$ cat src/shared/ocd_odt_pkg.sv
// Purpose: Shared constants and types for the driver calibration block
// Assumes: 32-bit AHB-Lite register port, 13-bit extended mode word
// Notes: Register offsets are byte addresses
package ocd_odt_pkg;
  // Register byte offsets
  localparam logic [7:0] ADDR_STATUS = 8'h00;
  localparam logic [7:0] ADDR_OIT = 8'h04;
  localparam logic [7:0] ADDR_EMR = 8'h08;
  // Extended mode word field positions
  localparam int CAL_LSB = 7;
  localparam int AL_LSB = 3;
  localparam int RTT_HI = 6;
  localparam int RTT_LO = 2;
  localparam int DQS_DIS = 10;
  // Calibration field codes
  localparam logic [2:0] CAL_EXIT = 3'h0;
  localparam logic [2:0] CAL_DRV1 = 3'h1;
  localparam logic [2:0] CAL_DRV0 = 3'h2;
  localparam logic [2:0] CAL_ADJ = 3'h4;
  localparam logic [2:0] CAL_DFLT = 3'h7;
  // Termination select patterns {A6,A2}
  localparam logic [1:0] RTT_75 = 2'h1;
  localparam logic [1:0] RTT_150 = 2'h2;
  // Reset values and step limit
  localparam logic [7:0] OIT_RESET = 8'h02;
  localparam logic [3:0] STEP_DEFAULT = 4'h8;
  localparam logic [3:0] STEP_MAX = 4'hF;
  localparam logic [12:0] EMR_RESET = 13'h0000;
  // Step operations
  localparam logic [1:0] OP_NOP = 2'h0;
  localparam logic [1:0] OP_INC = 2'h1;
  localparam logic [1:0] OP_DEC = 2'h2;
  typedef enum logic [1:0] {M_OFF, M_DRV1, M_DRV0, M_ADJ} mode_e;
  typedef enum logic [1:0] {C_IDLE, C_WAIT, C_HALF2} cap_e;
endpackage : ocd_odt_pkg
$ cat src/rtl/ocd_odt_ctrl.sv
// Purpose: Driver impedance calibration and termination control
// Assumes: Command, data and termination pins are synchronous to CLOCK;
//   two data beats per clock arrive on the rise and fall inputs
// Notes: Adjust code is read from data bit 0, all lines carry it
`timescale 1ns/1ns
module ocd_odt_ctrl
  import ocd_odt_pkg::*;
#(
  parameter int DQ_W = 16
) (
  // Clock and reset
  input wire logic CLOCK,
  input wire logic RST_N,
  // AHB-Lite slave
  input wire logic HSEL,
  input wire logic [31:0] HADDR,
  input wire logic [1:0] HTRANS,
  input wire logic HWRITE,
  input wire logic [2:0] HSIZE,
  input wire logic [31:0] HWDATA,
  input wire logic HREADY,
  output logic HREADYOUT,
  output logic [31:0] HRDATA,
  output logic HRESP,
  // Command side
  input wire logic CMD_EMRS,
  input wire logic [12:0] CMD_ADDR,
  input wire logic CMD_WRITE,
  input wire logic [2:0] CAS_LAT,
  input wire logic SELF_REFRESH,
  input wire logic ODT_PIN,
  // Write data beats
  input wire logic [DQ_W-1:0] DQ_RISE,
  input wire logic [DQ_W-1:0] DQ_FALL,
  // Output drivers
  output logic [DQ_W-1:0] DQ_OUT,
  output logic DQ_OE_N,
  output logic UPPER_BYTE_STROBE,
  output logic LOWER_BYTE_STROBE,
  output logic UPPER_BYTE_STROBE_C,
  output logic LOWER_BYTE_STROBE_C,
  output logic STROBE_OE_N,
  output logic STROBE_C_OE_N,
  // Strength and termination
  output logic [3:0] PULL_UP_STEP,
  output logic [3:0] PULL_DOWN_STEP,
  output logic ODT_EN,
  output logic ODT_75_EN,
  output logic ODT_150_EN
);

  typedef struct packed {
    mode_e mode;
    logic [12:0] emr;
    logic [3:0] pu;
    logic [3:0] pd;
    logic [7:0] oit_cnt;
    logic drv_tgt;
    logic drv_on;
    logic lvl;
    cap_e cap;
    logic [4:0] wl_cnt;
    logic [1:0] beat01;
    logic [7:0] oit_cfg;
    logic wr_pend;
    logic [7:0] addr;
    logic [31:0] rdata;
    logic odt;
  } state_s;

  state_s s_q;
  state_s s_d;

  // Adjust code to {pull-up op, pull-down op}
  function automatic logic [3:0] decode_code(input logic [3:0] code);
    unique case (code)
      4'h1: decode_code = {OP_INC, OP_NOP};
      4'h2: decode_code = {OP_DEC, OP_NOP};
      4'h4: decode_code = {OP_NOP, OP_INC};
      4'h8: decode_code = {OP_NOP, OP_DEC};
      4'h5: decode_code = {OP_INC, OP_INC};
      4'h6: decode_code = {OP_DEC, OP_INC};
      4'h9: decode_code = {OP_INC, OP_DEC};
      4'hA: decode_code = {OP_DEC, OP_DEC};
      default: decode_code = {OP_NOP, OP_NOP};
    endcase
  endfunction : decode_code

  // Saturating strength step
  function automatic logic [3:0] step(input logic [3:0] v,
                                      input logic [1:0] op);
    step = v;
    if (op == OP_INC && v != STEP_MAX) begin
      step = v + 4'h1;
    end else if (op == OP_DEC && v != 4'h0) begin
      step = v - 4'h1;
    end
  endfunction : step

  logic [2:0] cal;
  logic [4:0] wl;
  logic [3:0] code;
  logic [3:0] ops;
  logic apply;
  logic dflt;
  logic addr_ph;

  // Command decode and derived values
  assign cal = CMD_ADDR[CAL_LSB+2:CAL_LSB];
  assign wl = {2'h0, s_q.emr[AL_LSB+2:AL_LSB]} + {2'h0, CAS_LAT} - 5'h01;
  assign code = {s_q.beat01, DQ_RISE[0], DQ_FALL[0]};
  assign ops = decode_code(code);
  assign apply = (s_q.cap == C_HALF2);
  assign dflt = CMD_EMRS && cal == CAL_DFLT;
  assign addr_ph = HSEL && HREADY && HTRANS[1];

  // Next-state logic
  always_comb begin
    s_d = s_q;
    // Calibration commands
    if (CMD_EMRS) begin
      s_d.emr = CMD_ADDR;
      if (cal == CAL_ADJ) begin
        s_d.emr[AL_LSB+2:AL_LSB] = s_q.emr[AL_LSB+2:AL_LSB];
      end
      unique case (cal)
        CAL_DRV1, CAL_DRV0: begin
          s_d.mode = (cal == CAL_DRV1) ? M_DRV1 : M_DRV0;
          s_d.lvl = (cal == CAL_DRV1);
          s_d.drv_tgt = 1'b1;
          s_d.oit_cnt = (s_q.oit_cfg == 8'h00) ? 8'h01 : s_q.oit_cfg;
        end
        CAL_ADJ: begin
          s_d.mode = M_ADJ;
        end
        CAL_EXIT: begin
          s_d.mode = M_OFF;
          s_d.cap = C_IDLE;
          if (s_q.drv_on || s_q.drv_tgt) begin
            s_d.drv_tgt = 1'b0;
            s_d.oit_cnt = (s_q.oit_cfg == 8'h00) ? 8'h01 : s_q.oit_cfg;
          end
        end
        CAL_DFLT: begin
          s_d.mode = M_OFF;
          s_d.pu = STEP_DEFAULT;
          s_d.pd = STEP_DEFAULT;
        end
        default: begin
          s_d.mode = s_q.mode;
        end
      endcase
    end
    // Output turn-on and turn-off interval
    if (s_q.oit_cnt != 8'h00) begin
      s_d.oit_cnt = s_q.oit_cnt - 8'h01;
      if (s_q.oit_cnt == 8'h01) begin
        s_d.drv_on = s_q.drv_tgt;
      end
    end
    // Adjust code capture at write latency
    unique case (s_q.cap)
      C_IDLE: begin
        if (CMD_WRITE && s_q.mode == M_ADJ && !CMD_EMRS) begin
          s_d.cap = C_WAIT;
          s_d.wl_cnt = (wl <= 5'h01) ? 5'h00 : wl - 5'h01;
        end
      end
      C_WAIT: begin
        if (s_q.wl_cnt == 5'h00) begin
          s_d.beat01 = {DQ_RISE[0], DQ_FALL[0]};
          s_d.cap = C_HALF2;
        end else begin
          s_d.wl_cnt = s_q.wl_cnt - 5'h01;
        end
      end
      C_HALF2: begin
        s_d.cap = C_IDLE;
      end
      default: begin
        s_d.cap = C_IDLE;
      end
    endcase
    // Exit drops a capture still waiting for its beats
    if (CMD_EMRS && cal == CAL_EXIT) begin
      s_d.cap = C_IDLE;
    end
    // One strength pair for all drivers
    if (apply && !dflt) begin
      s_d.pu = step(s_q.pu, ops[3:2]);
      s_d.pd = step(s_q.pd, ops[1:0]);
    end
    // Termination switch
    s_d.odt = ODT_PIN && !SELF_REFRESH;
    // Register bus data phase write
    s_d.wr_pend = 1'b0;
    if (s_q.wr_pend && s_q.addr == ADDR_OIT) begin
      s_d.oit_cfg = HWDATA[7:0];
    end
    // Register bus address phase
    if (addr_ph) begin
      s_d.addr = HADDR[7:0];
      s_d.wr_pend = HWRITE;
      s_d.rdata = 32'h0000_0000;
      if (!HWRITE && HADDR[31:8] == 24'h00_0000) begin
        unique case (HADDR[7:0])
          ADDR_STATUS: s_d.rdata = {17'h0_0000, ODT_150_EN, ODT_75_EN,
                                    s_q.odt, s_q.pd, s_q.pu, 1'b0,
                                    s_q.drv_on, s_q.mode};
          ADDR_OIT: s_d.rdata = {24'h00_0000, s_q.oit_cfg};
          ADDR_EMR: s_d.rdata = {19'h0_0000, s_q.emr};
          default: s_d.rdata = 32'h0000_0000;
        endcase
      end
    end
  end

  // State register
  always_ff @(posedge CLOCK or negedge RST_N) begin
    if (!RST_N) begin
      s_q <= '{mode: M_OFF, emr: EMR_RESET, pu: STEP_DEFAULT,
               pd: STEP_DEFAULT, oit_cnt: 8'h00, drv_tgt: 1'b0,
               drv_on: 1'b0, lvl: 1'b0, cap: C_IDLE, wl_cnt: 5'h00,
               beat01: 2'h0, oit_cfg: OIT_RESET, wr_pend: 1'b0,
               addr: 8'h00, rdata: 32'h0000_0000, odt: 1'b0};
    end else begin
      s_q <= s_d;
    end
  end

  // Bus answers
  assign HREADYOUT = 1'b1;
  assign HRESP = 1'b0;
  assign HRDATA = s_q.rdata;

  // Driver outputs from state
  assign DQ_OUT = {DQ_W{s_q.lvl}};
  assign DQ_OE_N = !s_q.drv_on;
  assign UPPER_BYTE_STROBE = s_q.lvl;
  assign LOWER_BYTE_STROBE = s_q.lvl;
  assign UPPER_BYTE_STROBE_C = !s_q.lvl;
  assign LOWER_BYTE_STROBE_C = !s_q.lvl;
  assign STROBE_OE_N = !s_q.drv_on;
  assign STROBE_C_OE_N = !(s_q.drv_on && !s_q.emr[DQS_DIS]);
  assign PULL_UP_STEP = s_q.pu;
  assign PULL_DOWN_STEP = s_q.pd;

  // Termination value select
  assign ODT_EN = s_q.odt;
  assign ODT_75_EN = s_q.odt &&
    ({s_q.emr[RTT_HI], s_q.emr[RTT_LO]} == RTT_75);
  assign ODT_150_EN = s_q.odt &&
    ({s_q.emr[RTT_HI], s_q.emr[RTT_LO]} == RTT_150);

  // Checks
  property p_drv1_entry;
    @(posedge CLOCK) disable iff (!RST_N)
    (CMD_EMRS && cal == CAL_DRV1) |=> (s_q.mode == M_DRV1 && s_q.lvl);
  endproperty
  a_drv1_entry: assert property (p_drv1_entry)
    else $error("drive high entry not decoded");

  property p_drive_levels;
    @(posedge CLOCK) disable iff (!RST_N)
    (!DQ_OE_N && s_q.mode == M_DRV0) |-> (DQ_OUT == '0 &&
      UPPER_BYTE_STROBE_C && !LOWER_BYTE_STROBE);
  endproperty
  a_drive_levels: assert property (p_drive_levels)
    else $error("drive low levels wrong");

  property p_comp_enable;
    @(posedge CLOCK) disable iff (!RST_N)
    !STROBE_C_OE_N |-> (!STROBE_OE_N && !s_q.emr[DQS_DIS]);
  endproperty
  a_comp_enable: assert property (p_comp_enable)
    else $error("complement strobe driven while disabled");

  property p_no_wrap;
    @(posedge CLOCK) disable iff (!RST_N)
    ($past(PULL_UP_STEP) == STEP_MAX |-> PULL_UP_STEP != 4'h0) and
    ($past(PULL_DOWN_STEP) == 4'h0 |-> PULL_DOWN_STEP != STEP_MAX);
  endproperty
  a_no_wrap: assert property (p_no_wrap)
    else $error("strength step wrapped");

  property p_pu_inc;
    @(posedge CLOCK) disable iff (!RST_N)
    (apply && !dflt && code == 4'h1 && s_q.pu != STEP_MAX) |=>
      (PULL_UP_STEP == $past(PULL_UP_STEP) + 4'h1 &&
       $stable(PULL_DOWN_STEP));
  endproperty
  a_pu_inc: assert property (p_pu_inc)
    else $error("pull-up increment code ignored");

  property p_steps_hold;
    @(posedge CLOCK) disable iff (!RST_N)
    (!apply && !dflt) |=> ($stable(PULL_UP_STEP) &&
      $stable(PULL_DOWN_STEP));
  endproperty
  a_steps_hold: assert property (p_steps_hold)
    else $error("strength changed without a code");

  property p_oit_on;
    @(posedge CLOCK) disable iff (!RST_N)
    (CMD_EMRS && cal == CAL_DRV1 && s_q.oit_cnt == 8'h00 &&
     s_q.oit_cfg == 8'h03 && !s_q.drv_on) |=>
      DQ_OE_N ##1 DQ_OE_N ##1 DQ_OE_N ##1 !DQ_OE_N;
  endproperty
  a_oit_on: assert property (p_oit_on)
    else $error("outputs not on after turn-on interval");

  property p_odt_self_refresh;
    @(posedge CLOCK) disable iff (!RST_N)
    (SELF_REFRESH ##1 SELF_REFRESH) |-> !ODT_EN;
  endproperty
  a_odt_self_refresh: assert property (p_odt_self_refresh)
    else $error("termination on in self refresh");

  property p_odt_value;
    @(posedge CLOCK) disable iff (!RST_N)
    ODT_75_EN |-> (ODT_EN && !ODT_150_EN && !s_q.emr[RTT_HI] &&
      s_q.emr[RTT_LO]);
  endproperty
  a_odt_value: assert property (p_odt_value)
    else $error("termination value select wrong");

  property p_odt_follow;
    @(posedge CLOCK) disable iff (!RST_N)
    (ODT_PIN && !SELF_REFRESH) |=> ODT_EN;
  endproperty
  a_odt_follow: assert property (p_odt_follow)
    else $error("termination does not follow pin");

endmodule : ocd_odt_ctrl

$ cat config.mk
export PLATFORM = sky130hd
export DESIGN_NAME = ocd_odt_ctrl
export DESIGN_NICKNAME = d
export VERILOG_FILES = /design/src/shared/ocd_odt_pkg.sv /design/src/rtl/ocd_odt_ctrl.sv
export SDC_FILE = /design/constraint.sdc
export NUM_CORES = 1
export LEC_CHECK = 0
export BUFFER_PORTS_ARGS = -buffer_cell sky130_fd_sc_hd__clkbuf_2
export CORE_MARGIN = 4
export CORE_UTILIZATION = 30
export DETAILED_ROUTE_END_ITERATION = 12
export PLACE_DENSITY_LB_ADDON = 0.12
export SYNTH_ARGS = -nofsm -noshare
export SYNTH_HDL_FRONTEND = slang
export SYNTH_SLANG_ARGS = --single-unit
export TNS_END_PERCENT = 100
$ cat constraint.sdc
create_clock -name CLOCK -period 2.1 [get_ports CLOCK]
set_input_delay 0.21 -clock CLOCK [delete_from_list [all_inputs] [get_ports CLOCK]]
set_output_delay 0.21 -clock CLOCK [all_outputs]
set_load 0.02 [all_outputs]
After elaboration in Yosys (flattened, before gate mapping)
Memory sizes are Yosys's and may differ from the RTL's.
Cells that the tools add are included.
{ "word_totals": {"regBits": 93, "rom_bits": 64, "inputBits": 126, "memories": 1, "word_cells": 133, "out_inout_bits": 68} }
{ "op_classes": {"n_mux": 25, "n_bitwise": 1, "n_eq_ne": 25, "magnitude_cmp": 1, "add_sub_neg": 9, "reduce_logical": 54} }
{ "mem_list": {"columns": ["name", "depth", "word_bits", "read_ports", "rd_ports_with_merged_regs", "wr", "line", "rtl"], "rows": [
  ["(name not given)", 16, 4, 1, 0, 0, "ocd_odt_ctrl.sv:76", "unique case (code)"]
]} }
{ "op_table": {"columns": ["op", "count"], "rows": [
  ["$pmux W15 S3", 1],
  ["$mux W41", 1],
  ["$mux W8", 4],
  ["$logic_not A24 Y1", 1],
  ["$pmux W9 S2", 1],
  ["$logic_and A1 B1 Y1", 17],
  ["$mux W17", 1],
  ["$eq A8 B3 Y1 const B", 2],
  ["$logic_not A8 Y1", 2],
  ["$mux W4", 4],
  ["$mux W15", 1],
  ["$reduce_and A3 Y1", 5],
  ["$eq A2 B2 Y1 const B", 5],
  ["$mux W2", 5],
  ["$mux W5", 2],
  ["$pmux W5 S2", 1],
  ["$reduce_and A2 Y1", 5],
  ["$reduce_bool A2 Y1", 5],
  ["$sub A5 B1 Y5 const B", 2],
  ["$mux W9", 1],
  ["$add A4 B1 Y4 const B", 2],
  ["$eq A2 B1 Y1 const B", 4],
  ["$eq A8 B1 Y1 const B", 1],
  ["$eq A8 B4 Y1 const B", 1],
  ["25 further kinds", 41]
]} }

Depth between registers and ports, before layout
{ "depth": {"ltp_word": 7, "ltp_mapped": 11, "mapped_depth_nobuf": 11} }

Worst setup path after synthesis
OpenSTA, ideal clock, no wires.
{ "synth_path": {"path_kind": "reg2reg", "start": "reg s_q[82] in the netlist's numbering", "end": "reg s_q[55] in the netlist's numbering", "stages_incl_launch_ff": 11, "n_path_buf": 0, "t_arrival_ns": 2.165, "setup_ns": 0.064, "period_less_slack_ns": 2.229, "path_slack_ns": -0.129, "required_ns": 2.036, "cell_sequence": "dfrtp_1 inv_1 ha_1 inv_1 ha_1 inv_1 ha_1 or2_2 a311oi_1 and3_1 a211o_1"} }
{ "synth_between": {"elab_chain_cells": 6, "elab_cells_between_ends": 7, "cone_classes": "3 x add/sub; 1 x order compare; 3 x mux"} }
{ "synth_lines": {"columns": ["item", "line", "rtl"], "rows": [
  ["start: declaration", "ocd_odt_ctrl.sv:71", "state_s s_q;"],
  ["start signal: assignment", "ocd_odt_ctrl.sv:221", "s_q <= '{mode: M_OFF, emr: EMR_RESET, pu: STEP_DEFAULT,"],
  ["$add A3 B3 Y4 *", "ocd_odt_ctrl.sv:110", "assign wl = {2'h0, s_q.emr[AL_LSB+2:AL_LSB]} + {2'h0, CAS_LAT} - 5'h01;"],
  ["$sub A4 B1 Y5 *", "ocd_odt_ctrl.sv:110", null],
  ["$sub A5 B1 Y5 or $le A5 B1 Y1 (tied branches)", "ocd_odt_ctrl.sv:166", "s_d.wl_cnt = (wl <= 5'h01) ? 5'h00 : wl - 5'h01;"],
  ["$mux W5 *", "ocd_odt_ctrl.sv:166", null],
  ["$mux W7 *", "ocd_odt_ctrl.sv:164", "if (CMD_WRITE && s_q.mode == M_ADJ && !CMD_EMRS) begin"],
  ["$pmux W5 S2 *", "ocd_odt_ctrl.sv:162", "unique case (s_q.cap)"]
]} }
Every way passes the cells marked *; elsewhere a longest branch is shown, timed or not. The select of a mux whose other input is x is not followed.
A chain may end at the register's enable or synchronous reset.

Final worst setup path
{ "layout_path": {"start": "reg s_q[82] in the netlist's numbering", "end": "reg s_q[56] in the netlist's numbering"} }
Same word-level chain as after synthesis.

==> out/results.txt <==
The logs give 5179 um2 for the placed instance area and 0.8210 for the final estimated routing congestion in global placement. Power spread over the standard cell area amounts to 1012 nW/um2. The clock tree synthesis step divided the H-tree into 3 levels. The logs give 2 for the largest buffer count on any clock path and 0 for the post-route antenna net violation count.

The run gives 0 as the total of warnings raised by yosys. Sorting the synthesized cells by how often they occur yields sky130_fd_sc_hd__dfrtp_1 (73), sky130_fd_sc_hd__buf_4 (61), sky130_fd_sc_hd__nand2_1 (36). Of all cell types, the one taking the most synthesized area is sky130_fd_sc_hd__dfrtp_1. The post-synthesis async set-or-reset flop share works out to 1.000. The tightest min-delay check is of the primary input to register type. The number of global-route vias before repair was 3646. The remaining global-route overflow is 0, and the max-slew violation total from the final report is 0. In the routed design, unresolved DRC markers number 0.

Number of antenna violations at the first check in global routing: 0. The clock root buffer is sky130_fd_sc_hd__clkbuf_16. The startpoint of the worst hold path was HWRITE. The mapped netlist covers 4604 um2.

The flow ran to the end, but the final reports show violations. The clock drives 76 sinks. Across all register-to-register paths, the minimum setup slack is -0.1 ns. For the number of endpoints failing setup at the final stage, the log shows 5. Setup repair after global routing could not meet its margin everywhere.

The arithmetic-cell share of the synthesized area counting full adders, half adders and majority gates came out at 0.05652. The endpoint of the worst-slack reg-to-reg timing path is s_q[56]. Clock slew seen by the registers of the worst setup and hold paths: 0.06 ns.

Counting flops with a built-in enable in the synthesized netlist gives 0. Required time at the endpoint of the critical path: 2.32 ns. The initial core utilization was 0.3040.

Sequential element share of the synthesized area: 0.4139. Ranked by total cell area, the synthesized netlist is headed by sky130_fd_sc_hd__dfrtp_1 (40%), sky130_fd_sc_hd__buf_4 (9.9%), sky130_fd_sc_hd__mux2_2 (7.8%). The post-synthesis compound-gate area fraction is 0.1152, and the cell depth of the worst hold path is 3.

Timing would allow up to 455.2 MHz. The worst setup path is of the register to register kind. The estimated wirelength of the detail-placed design is 9.015 mm. The register bit count reported by yosys came out at 76.

After detailed routing, the total wire length is 11.56 mm. The slew of the pin with the lowest slew margin came out at 0.5220 ns. sky130_fd_sc_hd__dfrtp_1 is the most common cell in the netlist. Main combinational cell family by area after synthesis: simple AND/OR/NAND/NOR gates. The count of input and output buffers was 116. The length in cells of the worst reg-to-reg path is 10.

For the floorplan die area, the log shows 17390 um2. Synthesis produced a netlist whose cell count is 461. Along the worst path, the maximum fanout reaches 4. For this run, the post-layout net count is 704. For the arrival time at the worst endpoint, the log shows 2.42 ns.

The signal on the critical path passes through inv_2 -> ha_4 -> inv_2 -> ha_4 -> fa_2 -> nand2b_4 -> nor3_2 -> o21ai_1 -> a21oi_1 -> a221o_1. Summed over all failing endpoints, the final setup total negative slack is -0.3879 ns. The number of vias per cell after detailed routing came out at 4.681. TritonCTS built the clock tree.

The tools report the startpoint of the most critical register-to-register path as s_q[82]. The area share of and/or/nand/nor cells after synthesis is 0.1459, and the overall die height is 131.9 um. In this design, the stage delay of the slowest critical-path cell is 0.60 ns.

Across the run, the number of max-cap violations was 0. The logs give -0.09701 ns for the setup slack after layout and 5594 um2 for the summed area of non-filler cells in the final layout. The tools report the all-layer global routing usage as 0.1373.

Summing over every cut layer, the via total after detailed routing is 3520. The worst-case hold path end point is s_q[41]. The final count of hold timing violations came out at 0. The average instance in the mapped netlist occupies 9.988 um2. The average wire per cell in the routed design is 15.37 um. STA classifies the critical path endpoint as a register. The first-pass GRT wire length is 18.95 mm, and the final worst clock skew is 0.009152 ns.

The final critical-path share of the clock period was 1.046. The tools report the number of different library cells in the post-synthesis netlist as 57. The logs give 43 for the largest net degree at the start of global routing and 114 for the iteration-0 DRC count of the detailed router.

VDD sags by at most 393.4 uV. Share of cells above drive strength 1: 0.3883. The number of antenna diodes in the final layout is 0.

The max-slew headroom at the worst pin is 0.6520, and the horizontal extent of the die is 131.9 um. Before CTS, the worst setup slack after placement is -0.1313 ns. In the synthesized netlist the dominant register cell turns out to be sky130_fd_sc_hd__dfrtp_1. The run gives 194 as the count of boundary I/O pins.

Counting the buffers created by CTS gives 9. The first detailed-routing pass took 4 iterations. The multiplexer share of the synthesized area works out to 0.1109.

The run gives 2.754 nW as the leakage power. The final reports fail on negative setup slack. Synthesized-area fraction occupied by xor and xnor cells: 0.01712. Relative to the synthesized area, the layout overhead comes to 21.49%. The total number of placement rows came out at 45.

The later pin in the worst-skew pair is clocked with a latency of 0.34 ns. The area of the core was 15150 um2. The cell type of the slowest stage on the worst timing path is sky130_fd_sc_hd__fa_2.

The worst setup path is launched from a register. The final period demand of the worst path is 2.197 ns, and the fraction of post-synthesis cell area in the top cell type by area is 0.3967.
-- report_power, final --
part	total (W)	internal [W]	leakage [nW]	switching [W]
Clock	0.00169	0.00105	0.160	0.000642
Combinational	0.00195	0.000900	1.65	0.00105
Sequential	0.00202	0.00177	0.947	0.000248
Total	0.00566	0.00372	2.75	0.00194
-- cell families (layout without fill, tap and decap cells) --
kind of cell             count (synthesis)  count (layout)
multiplexers                            47              47
XOR/XNOR                                 9               9
other                                    2              19
AO/OA/AOI/OAI                           79              79
buffers and inverters                  105             191
adder cells (fa/ha/maj)                 19              19
AND/OR/NAND/NOR                        124             124
flip-flops                              76              76
-- worst max-delay path, delay by kind of cell, from the launching register on --
kind	cells	cell delay [ns]
and+or+nand+nor	2	0.19
DFF	1	0.36
buffers and inverters	2	0.08
AOI/OAI and AO/OA	3	0.43
adders and majority gates	3	1.01
-- cells in the final DEF (no fill, tap or decap), drive strengths merged, types with 4 or more instances in the layout --
cell type  Yosys  layout
xor2           5       5
inv           32      34
nand2b         6       6
clkbuf         8     124
buf           65      26
nor2b          7       7
mux2i         15      15
mux2          32      32
nand3          5       5
nand2         36      36
a21oi         13      13
xnor2          4       4
conb           2      19
a31oi          4       4
dfrtp         73      73
o21ai         27      27
nor4          10      10
nand4b         6       6
nand4          5       5
o22ai          4       4
ha            16      16
and3           4       4
nor3           9       9
nor2          20      20
a22o          12      12
-- final cells by class --
class	count	area, um2
Fill cell	1521	9552
Multi-Input combinational cell	297	2208
Sequential cell	76	1906
Timing Repair Buffer	143	803.3
Tap cell	188	235.2
Clock buffer	9	225.2
Inverter	32	120.1
Clock inverter	7	96.34
-- timing repair --
item	CTS	global route
hold buffers	2	0
hold endpoints to repair	14	0
endpoints found under the setup margin	5	6
buffers inserted	1	1
gates resized for setup	8	6
pin swaps	8	10
-- worst max-delay path by stage --
| stage | startpoint | end | slack, ns | cells after the start |
|---|---|---|---|---|
| global route | s_q[82] | s_q[53] | -0.19 | 9 |
| detailed placement | s_q[82] | s_q[55] | -0.13 | 10 |
| global placement | s_q[82] | s_q[55] | -0.16 | 9 |
| CTS | s_q[82] | s_q[56] | -0.09 | 10 |
| floorplan | s_q[82] | s_q[55] | -0.005 | 10 |
| finish | s_q[82] | s_q[56] | -0.1 | 10 |
-- metal layers --
metal / track usage / up-vias / routed length, um
li1: - / 1741 / -
met1: 0.1696 / 1702 / 5104
met2: 0.2306 / 60 / 5798
met3: 0.03855 / 17 / 434
met4: 0.04726 / 0 / 222
met5: 0 / - / 0
-- per-stage QoR --
step / util / power, W / hold slack (ns) / cells
floorplan: - / 0.003414 / -0.08559 / 478
global placement: 0.3419 / 0.003917 / 0.08846 / 732
detailed placement: 0.3419 / 0.003949 / 0.08646 / 732
CTS: 0.3676 / 0.005725 / 0.06957 / 751
global route: 0.3694 / 0.006098 / 0.08002 / 752
finish: 0.3694 / 0.005659 / 0.08300 / 752
-- state kept, by name (all words and copies together) (netlist names) --
name               count
PULL_UP_STEP           4
s_q                   49
PULL_DOWN_STEP         4
ODT_EN                 1
LOWER_BYTE_STROBE      1
code                   2
HRDATA                15
(Power assumes the default switching activity.)
